===== config.mk =====
export PLATFORM = sky130hd
export DESIGN_NAME = smx_channel_mapper
export DESIGN_NICKNAME = d
export VERILOG_FILES = /design/src/hdl/smx_channel_mapper.v /design/src/hdl/smx_sync3.v /design/src/hdl/smx_slot_ram.v
export VERILOG_INCLUDE_DIRS = /design/src /design/src/shared
export SDC_FILE = /design/constraint.sdc
export NUM_CORES = 2
export LEC_CHECK = 0
export BUFFER_PORTS_ARGS = -buffer_cell sky130_fd_sc_hd__buf_2
export CORE_MARGIN = 4
export CORE_UTILIZATION = 50
export CTS_BUF_LIST = sky130_fd_sc_hd__clkbuf_4 sky130_fd_sc_hd__clkbuf_8
export CTS_CLUSTER_DIAMETER = 150
export CTS_CLUSTER_SIZE = 24
export DETAILED_ROUTE_END_ITERATION = 6
export GPL_TIMING_DRIVEN = 0
export PLACE_DENSITY = 0.66
export SLEW_MARGIN = 20
export SYNTH_ARGS = -nofsm -noshare
export SYNTH_HDL_FRONTEND = slang
export SYNTH_SLANG_ARGS = --single-unit

===== constraint.sdc =====
create_clock -name mclk -period 5.1 [get_ports mclk]
set_input_delay 1.53 -clock mclk [delete_from_list [all_inputs] [get_ports mclk]]
set_output_delay 1.53 -clock mclk [all_outputs]
set_load 0.03 [all_outputs]

===== src/shared/smx_map.vh =====
// Purpose: constants for the sample interleaving channel mapper
// Assumes: mclk at 50 MHz, link word clock sampled through a three-stage synchroniser
// Notes: timing counts derive from the rates below
// How it works
// (RULE1) Double rate: one channel into two slots
// (RULE2) Double rate on 64 slots: 32 channels
// (RULE3) Link frame stays at base rate
// (RULE4) 96k: interleaved base framing or native frame
// (RULE5) Optical port interleaves two-way in double rate
// (RULE6) Optical carrier stays at base rate
// (RULE7) Quad rate: four slots, 16 channels usable
// (RULE8) Quad rate only interleaved, never native
// (RULE9) Optical port interleaves four-way in quad rate
// (RULE10) Double wire: one channel per line
// (RULE11) Quad wire: half a channel per line
// (RULE12) 64-slot framing: base rate below 48k plus 1%
// (RULE13) 56-slot framing tolerates 12.5% deviation
// (RULE14) Payload under 100 Mbit/s, 125 after coding
// (RULE15) Recovered link clock times all outputs; here mclk clocks every output, the word clock only starts frames
// (RULE16) Earliest sample in lowest slot, ascending
// (RULE17) Factor from speed mode, same both paths
`ifndef SMX_MAP_VH
`define SMX_MAP_VH

`define SMX_CLK_HZ          50000000
`define SMX_DATA_W          24
`define SMX_SLOT_W          6
`define SMX_SLOTS_64        7'h40
`define SMX_SLOTS_56        7'h38
`define SMX_SLOTS_OPT       7'h08
`define SMX_SLOTS_NATIVE    7'h20

`define SMX_SPEED_SINGLE    2'h0
`define SMX_SPEED_DOUBLE    2'h1
`define SMX_SPEED_QUAD      2'h2

`define SMX_PORT_MADI64     2'h0
`define SMX_PORT_MADI56     2'h1
`define SMX_PORT_OPTICAL    2'h2

`define SMX_BASE_HZ         48000
`define SMX_M64_MAX_HZ      48480
`define SMX_M56_MAX_HZ      54000
`define SMX_M56_MIN_HZ      38587
`define SMX_PAYLOAD_MBPS    100
`define SMX_LINE_MBPS       125

`define SMX_M64_MIN_PERIOD  ((`SMX_CLK_HZ + `SMX_M64_MAX_HZ - 1) / `SMX_M64_MAX_HZ)
`define SMX_M56_MIN_PERIOD  ((`SMX_CLK_HZ + `SMX_M56_MAX_HZ - 1) / `SMX_M56_MAX_HZ)
`define SMX_M56_MAX_PERIOD  (`SMX_CLK_HZ / `SMX_M56_MIN_HZ)

`endif


===== src/hdl/smx_channel_mapper.v =====
// Purpose: spreads high-rate channels over base-rate link slots
// Assumes: link word clock is the cleaned recovered clock
// Notes: load the transmit frame between frames; writes during one race
`timescale 1ns/1ps
`default_nettype none
`include "smx_map.vh"
module smx_channel_mapper (
  input  wire        mclk,
  input  wire        reset,
  input  wire        linkWordClk,
  input  wire [1:0]  speedMode,
  input  wire [1:0]  portSel,
  input  wire        nativeReq,
  input  wire        txWrValid,
  input  wire [5:0]  txWrChan,
  input  wire [1:0]  txWrPhase,
  input  wire [23:0] txWrData,
  input  wire        rxInValid,
  input  wire [5:0]  rxInSlot,
  input  wire [23:0] rxInData,
  output reg         txWrReject_q,
  output reg         frameStart_q,
  output reg         linkOutValid_q,
  output reg  [5:0]  linkOutSlot_q,
  output reg  [23:0] linkOutData_q,
  output reg  [4:0]  aesLine_q,
  output reg         aesSubB_q,
  output reg         linkBaseRate_q,
  output reg         frameNative_q,
  output reg  [2:0]  factor_q,
  output reg  [6:0]  usableChans_q,
  output reg         rateError_q,
  output reg         rxOutValid_q,
  output reg  [5:0]  rxOutChan_q,
  output reg  [1:0]  rxOutPhase_q,
  output reg  [23:0] rxOutData_q
);
  localparam ST_IDLE = 1'b0;
  localparam ST_SEND = 1'b1;

  // Periods are worked out in 32 bits, then cut to the counter width
  localparam integer M64_MIN_I = `SMX_M64_MIN_PERIOD;
  localparam integer M56_MIN_I = `SMX_M56_MIN_PERIOD;
  localparam integer M56_MAX_I = `SMX_M56_MAX_PERIOD;
  localparam [11:0]  M64_MIN   = M64_MIN_I[11:0];
  localparam [11:0]  M56_MIN   = M56_MIN_I[11:0];
  localparam [11:0]  M56_MAX   = M56_MAX_I[11:0];

  wire        wordClkLvl;
  reg         wordClkPrev_q;
  wire        frameEdge;
  reg         state_q;
  reg         state_d;
  reg  [6:0]  slotCnt_q;
  reg  [6:0]  slotCnt_d;
  reg  [6:0]  frameLen_q;
  reg  [1:0]  shift_q;
  reg  [1:0]  portAct_q;
  reg  [11:0] period_q;
  reg         periodValid_q;
  reg         rdPend_q;
  reg  [5:0]  rdSlot_q;
  wire [23:0] ramData;

  reg         nativeAct;
  reg  [1:0]  shiftNew;
  reg  [6:0]  lenNew;
  wire [5:0]  txAddr;
  wire        txOk;
  wire [1:0]  phaseMask;

  // Word clock is foreign: sample it, act on its rising edge only
  smx_sync3 u_wordSync (
    .mclk   (mclk),
    .reset  (reset),
    .din    (linkWordClk),
    .dout_q (wordClkLvl)
  );

  assign frameEdge = wordClkLvl & ~wordClkPrev_q; // RULE15

  // Mode decode taken from the live controls, latched per frame
  always @* begin
    nativeAct = nativeReq && (speedMode == `SMX_SPEED_DOUBLE)
                && (portSel == `SMX_PORT_MADI64); // RULE4 RULE8
    case (speedMode)
      `SMX_SPEED_DOUBLE: shiftNew = nativeAct ? 2'h0 : 2'h1; // RULE1 RULE5
      `SMX_SPEED_QUAD:   shiftNew = 2'h2; // RULE7 RULE9
      default:           shiftNew = 2'h0;
    endcase
    case (portSel)
      `SMX_PORT_MADI56:  lenNew = `SMX_SLOTS_56; // RULE13
      `SMX_PORT_OPTICAL: lenNew = `SMX_SLOTS_OPT;
      default:           lenNew = nativeAct ? `SMX_SLOTS_NATIVE : `SMX_SLOTS_64;
    endcase
  end

  // Mode takes effect at a frame boundary so both paths switch together
  always @(posedge mclk) begin
    if (reset) begin
      wordClkPrev_q  <= 1'b0;
      shift_q        <= 2'h0;
      frameLen_q     <= `SMX_SLOTS_64;
      portAct_q      <= `SMX_PORT_MADI64;
      factor_q       <= 3'h1;
      usableChans_q  <= `SMX_SLOTS_64;
      frameNative_q  <= 1'b0;
      linkBaseRate_q <= 1'b1;
    end else begin
      wordClkPrev_q <= wordClkLvl;
      if (frameEdge && (state_q == ST_IDLE)) begin
        shift_q        <= shiftNew; // RULE17
        frameLen_q     <= lenNew;
        portAct_q      <= portSel;
        factor_q       <= 3'h1 << shiftNew;
        usableChans_q  <= lenNew >> shiftNew; // RULE2 RULE7
        frameNative_q  <= nativeAct; // RULE4
        linkBaseRate_q <= ~nativeAct; // RULE3 RULE6
      end
    end
  end

  // Word clock period check against the framing's rate window
  always @(posedge mclk) begin
    if (reset) begin
      period_q      <= 12'h000;
      periodValid_q <= 1'b0;
      rateError_q   <= 1'b0;
    end else if (frameEdge) begin
      period_q      <= 12'h001;
      periodValid_q <= 1'b1;
      if (periodValid_q && !frameNative_q) begin
        case (portAct_q)
          `SMX_PORT_MADI64: rateError_q <= (period_q < M64_MIN); // RULE12 RULE14
          `SMX_PORT_MADI56: rateError_q <= (period_q < M56_MIN)
                                           || (period_q > M56_MAX); // RULE13 RULE14
          default:          rateError_q <= 1'b0;
        endcase
      end
    end else if (period_q != 12'hfff) begin
      period_q <= period_q + 12'h001;
    end else begin
      // A stalled word clock counts as a rate fault
      rateError_q   <= 1'b1;
      periodValid_q <= 1'b0;
    end
  end

  // Transmit side: channel and phase to link slot
  assign phaseMask = (shift_q == 2'h2) ? 2'h3 : ((shift_q == 2'h1) ? 2'h1 : 2'h0);
  assign txAddr    = (txWrChan << shift_q) | {4'h0, txWrPhase & phaseMask}; // RULE16
  assign txOk      = ({1'b0, txWrChan} < usableChans_q)
                     && ((txWrPhase & ~phaseMask) == 2'h0); // RULE2 RULE7

  always @(posedge mclk) begin
    if (reset) begin
      txWrReject_q <= 1'b0;
    end else begin
      txWrReject_q <= txWrValid & ~txOk;
    end
  end

  smx_slot_ram u_slotRam (
    .mclk     (mclk),
    .wrEn     (txWrValid & txOk),
    .wrAddr   (txAddr),
    .wrData   (txWrData),
    .rdAddr   (slotCnt_q[5:0]),
    .rdData_q (ramData)
  );

  // Frame sender: one slot per cycle from the word clock edge
  always @* begin
    state_d   = state_q;
    slotCnt_d = slotCnt_q;
    case (state_q)
      ST_IDLE: begin
        slotCnt_d = 7'h00;
        if (frameEdge) begin
          state_d = ST_SEND;
        end
      end
      ST_SEND: begin
        if (slotCnt_q == frameLen_q - 7'h01) begin
          state_d   = ST_IDLE;
          slotCnt_d = 7'h00;
        end else begin
          slotCnt_d = slotCnt_q + 7'h01; // RULE16
        end
      end
      default: begin
        state_d   = ST_IDLE;
        slotCnt_d = 7'h00;
      end
    endcase
  end

  always @(posedge mclk) begin
    if (reset) begin
      state_q   <= ST_IDLE;
      slotCnt_q <= 7'h00;
      rdPend_q  <= 1'b0;
      rdSlot_q  <= 6'h00;
    end else begin
      state_q   <= state_d;
      slotCnt_q <= slotCnt_d;
      rdPend_q  <= (state_q == ST_SEND);
      rdSlot_q  <= slotCnt_q[5:0];
    end
  end

  // Extra register stage keeps every output straight from a flop
  always @(posedge mclk) begin
    if (reset) begin
      frameStart_q   <= 1'b0;
      linkOutValid_q <= 1'b0;
      linkOutSlot_q  <= 6'h00;
      linkOutData_q  <= 24'h000000;
      aesLine_q      <= 5'h00;
      aesSubB_q      <= 1'b0;
    end else begin
      frameStart_q   <= frameEdge && (state_q == ST_IDLE); // RULE3
      linkOutValid_q <= rdPend_q;
      if (rdPend_q) begin
        linkOutSlot_q <= rdSlot_q;
        linkOutData_q <= ramData;
        aesLine_q     <= rdSlot_q[5:1]; // RULE10 RULE11
        aesSubB_q     <= rdSlot_q[0]; // RULE10 RULE11
      end
    end
  end

  // Receive side: link slot back to channel and phase, same factor
  always @(posedge mclk) begin
    if (reset) begin
      rxOutValid_q <= 1'b0;
      rxOutChan_q  <= 6'h00;
      rxOutPhase_q <= 2'h0;
      rxOutData_q  <= 24'h000000;
    end else begin
      rxOutValid_q <= rxInValid && ({1'b0, rxInSlot} < frameLen_q);
      if (rxInValid) begin
        rxOutChan_q  <= rxInSlot >> shift_q; // RULE17 RULE1 RULE7
        rxOutPhase_q <= rxInSlot[1:0] & phaseMask; // RULE16
        rxOutData_q  <= rxInData;
      end
    end
  end
endmodule
`default_nettype wire


===== src/hdl/smx_sync3.v =====
// Purpose: three-stage level synchroniser
// Assumes: input from a foreign clock or a pin
// Notes: level changes once stages two and three agree
`timescale 1ns/1ps
`default_nettype none
module smx_sync3 (
  input  wire mclk,
  input  wire reset,
  input  wire din,
  output reg  dout_q
);
  reg s1_q;
  reg s2_q;
  reg s3_q;

  always @(posedge mclk) begin
    if (reset) begin
      s1_q   <= 1'b0;
      s2_q   <= 1'b0;
      s3_q   <= 1'b0;
      dout_q <= 1'b0;
    end else begin
      s1_q <= din;
      s2_q <= s1_q;
      s3_q <= s2_q;
      if (s2_q == s3_q) begin
        dout_q <= s3_q;
      end
    end
  end
endmodule
`default_nettype wire


===== src/hdl/smx_slot_ram.v =====
// Purpose: one frame of link slot samples
// Assumes: one write and one read port on mclk
// Notes: read data come out of a register, one cycle late
`timescale 1ns/1ps
`default_nettype none
module smx_slot_ram (
  input  wire        mclk,
  input  wire        wrEn,
  input  wire [5:0]  wrAddr,
  input  wire [23:0] wrData,
  input  wire [5:0]  rdAddr,
  output reg  [23:0] rdData_q
);
  reg [23:0] mem [0:63];

  always @(posedge mclk) begin
    if (wrEn) begin
      mem[wrAddr] <= wrData;
    end
    rdData_q <= mem[rdAddr];
  end
endmodule
`default_nettype wire


==> impl_results.rst <==
.. list-table::
   :header-rows: 1

   * - Metric
     - Value
   * - Outcome
     - finished with violations
   * - Violated checks
     - design-rule violations
   * - Ranking of synthesized cells by instance count
     - edfxtp_1, mux4_2, mux2i_1, dfxtp_1, nor2_1
   * - Hold Vio Cnt, Final
     - 0
   * - TritonCTS clock tree
     - built
   * - Leading cell type by number of instances after synthesis
     - edfxtp_1
   * - HPWL after detailed placement
     - 124400 um
   * - Pleak
     - 22.04 nW
   * - Area contributors post-synth
     - edfxtp_1, mux4_2, dfxtp_1
   * - Maximum ir drop on the vdd rail
     - 0.2127 mV
   * - Number of antenna violations at the first check in global routing
     - 9
   * - Fin crit share
     - between 80% and 90%
   * - Number of clock buffers inserted by TritonCTS
     - slightly below 80
   * - Number of remaining DRC errors
     - 2
   * - Critical-path maximum fanout
     - 10
   * - Core area
     - roughly 130000 um2
   * - Number of fill cells in the layout
     - 9679
   * - Number of H-tree levels
     - 3
   * - Cell Count Post-Placement
     - ~5200
   * - Arrival time at the worst endpoint
     - 4980 ps
   * - Data required time of the critical path
     - 5620 ps
   * - Fraction of layout cells with a size suffix above 1
     - between 20% and 30%
   * - Count of TritonRoute iterations in the first routing pass
     - 7
   * - Die Footprint
     - between 100000 and 150000 um2
   * - Initial Util
     - 50.40%
   * - Maximum count of clock buffers along a single path
     - 3
   * - Type of element capturing the critical path
     - flop
   * - Setup Skew
     - 71.15 ps
   * - Post-CTS Hold Buffers
     - 0
   * - Leading register cell type out of synthesis
     - edfxtp_1
   * - Average routed wire per standard cell
     - roughly 33 um
   * - Yosys warning count
     - 0
   * - Max-slew violation count
     - 0
   * - Slew headroom
     - 17.07%
   * - Final global-route overflow total
     - 0
   * - Unrepaired setup endpoints after global routing
     - no
   * - Worst min-delay path class
     - flop to flop
   * - Nets
     - ~3700
   * - Slew of the pin with the lowest slew margin
     - 1244 ps
   * - Violation count after the first detailed-route iteration
     - between 4000 and 5000
   * - Number of setup buffers added after CTS
     - 0
   * - Wire length of the first global-routing pass
     - 245500 um
   * - Clk_lat worst skew
     - around 830 ps
   * - Portion of the post-synthesis area used by sequential elements
     - 76.12%
   * - Syn-to-layout area delta
     - 10.02%
   * - Post-synth EDFFs
     - 1536
   * - Buffers on Ports
     - 155
   * - Number of distinct library cells after synthesis
     - 55
   * - Worst Path Class, Setup
     - flop to flop
   * - Synth top area share
     - 71.67%
   * - DR vias
     - 33608
   * - # Max-Cap Violations
     - 0
   * - Weighted congestion reported at the end of routability-driven placement
     - 0.9358
   * - Tmin final
     - between 4000 and 5000 ps
   * - Max Clock Freq
     - 223.8 MHz
   * - Ys async rst share
     - 0%
   * - Post-Synthesis Mean Instance Area
     - 20.27 um2
   * - Clock Root Buffer
     - clkbuf_8
   * - TritonCTS sink count
     - 1679
   * - Area of the mapped netlist
     - 64360 um2
   * - Chip Width
     - 366.8 um
   * - Routed via count divided by cell count
     - 6.316
   * - Die Span Y
     - 366.8 um
   * - Via count of the first global-routing pass
     - 32703
   * - Number of placed I/O pins
     - 157
   * - Final routed wirelength across all metal layers
     - 174800 um
   * - Power density over the cells
     - around 300 nW/um2
   * - Remaining antenna violation count after routing
     - 0
   * - Post-synthesis instance total
     - 3175
   * - Leading area contributor after synthesis
     - edfxtp_1
   * - Post-CTS sizing
     - 0
   * - Number of standard-cell rows in the floorplan
     - 131
   * - Post-layout total power
     - 21.20 mW
   * - Largest net degree at the start of global routing
     - 65
   * - Clock-pin slew of the registers on the worst-case setup and hold paths
     - about 140 ps
   * - Critical Path Start Type
     - flop
   * - Total global routing track utilization
     - 25.67%
   * - Register bit total from synthesis
     - about 1700
   * - Non-filler cells, final
     - 5321
   * - Synthesized Nets
     - ~3300
   * - Final setup viols
     - 0
[per-layer routing]
metal  up-vias  share of wire, %  global-route usage [%]
met5         -             0.015                       0
met4         4               4.2                   9.616
met3       295                10                   5.192
met2      1897                47                   40.32
met1     17553                39                   36.02
li1      13859                 -                       -
[report_power, final]
group / internal, mW / switching [mW] / total [mW] / leakage (nW)
registers: 15.0 / 0.0138 / 15.0 / 15.0
logic: 0.101 / 0.413 / 0.514 / 6.32
clock network: 1.75 / 3.90 / 5.65 / 0.744
[placed cells by master, fill, tap and decap left out, drive strengths merged, types with 5 or more instances in the layout]
cell       n
edfxtp  1536
buf      483
mux4     345
clkbuf   184
mux2i    181
dfxtp    143
nor2     117
nor3      94
a22oi     84
nand2     70
a21oi     46
a211oi    33
inv       31
nand2b    30
a221oi    29
nor2b     25
nand3     25
o22ai     20
o21ai     19
a221o     16
mux2      16
a222oi    13
ha        13
xor2      10
a31oi      9
o31ai      8
and2       7
o211ai     7
xnor2      7
diode      6
a21o       6
and4       5
[per-stage QoR]
stage / setup slack (ps) / TNS, ps / area [um2] / util, % / hold slack [ps]
detailed placement: 105.5 / 0 / 69370 / 54.33 / 438.7
CTS: 788.0 / 0 / 70780 / 55.43 / 464.2
floorplan: 317.9 / 0 / 64360 / - / 413.8
global placement: -2513 / -2845940 / 67210 / 52.64 / 439.1
finish: 632.6 / 0 / 70810 / 55.46 / 462.1
global route: 461.5 / 0 / 70800 / 55.45 / 492.9
[sequential cells by signal, indices dropped and copies added, names as in the netlist, 2 cells and up]
register            flops
u_slotRam.mem        1536
linkOutData_q          24
rxOutData_q            24
u_slotRam.rdData_q     24
period_q               12
slotCnt_q               7
usableChans_q           7
linkOutSlot_q           6
rdSlot_q                6
rxOutChan_q             6
frameLen_q              4
factor_q                3
portAct_q               2
rxOutPhase_q            2
[kinds of logic after synthesis]
| group | count (synthesis) | share of synthesized area, % |
|---|---|---|
| multiplexers | 542 | 15.17 |
| buffers and inverters | 223 | 1.824 |
| XOR/XNOR | 17 | 0.2313 |
| flip-flops | 1679 | 76.12 |
| adder cells (fa/ha/maj) | 13 | 0.2527 |
| AND/OR/NAND/NOR | 391 | 2.889 |
| AO/OA/AOI/OAI | 310 | 3.519 |
[final timing paths]
| kind | startpoint | to | slack [ps] | cells after the start |
|---|---|---|---|---|
| setup reg to reg | shift_q[0] | u_slotRam.mem[23][14] | 630 | 11 |
| setup / recovery | shift_q[0] | u_slotRam.mem[23][14] | 630 | 11 |
| hold reg to reg | u_wordSync.s1_q | u_wordSync.s2_q | 460 | 1 |
| hold / removal | u_wordSync.s1_q | u_wordSync.s2_q | 460 | 1 |
[critical path: stages, from the launching register on]
cell and delay, ps:
dfxtp_1 340, buf_2 200, buf_2 270, inv_1 70
ha_1 350, o21ai_0 660, nand2_1 470, clkbuf_1 500
nor3_2 660, buf_6 230, buf_4 200, buf_4 200
[cell type report]
class,instances,area [um2],area share (%)
Sequential cell,1679,48990,69.18
Multi-Input combinational cell,1273,14520,20.50
Timing Repair Buffer,360,2631,3.716
Tap cell,1662,2079,2.937
Clock buffer,115,1383,1.953
Buffer,192,1057,1.493
Inverter,31,116.4,0.1643
Clock inverter,3,22.52,0.03181
Antenna cell,6,15.01,0.02120
No activity file was read; power rests on OpenSTA's default activity.
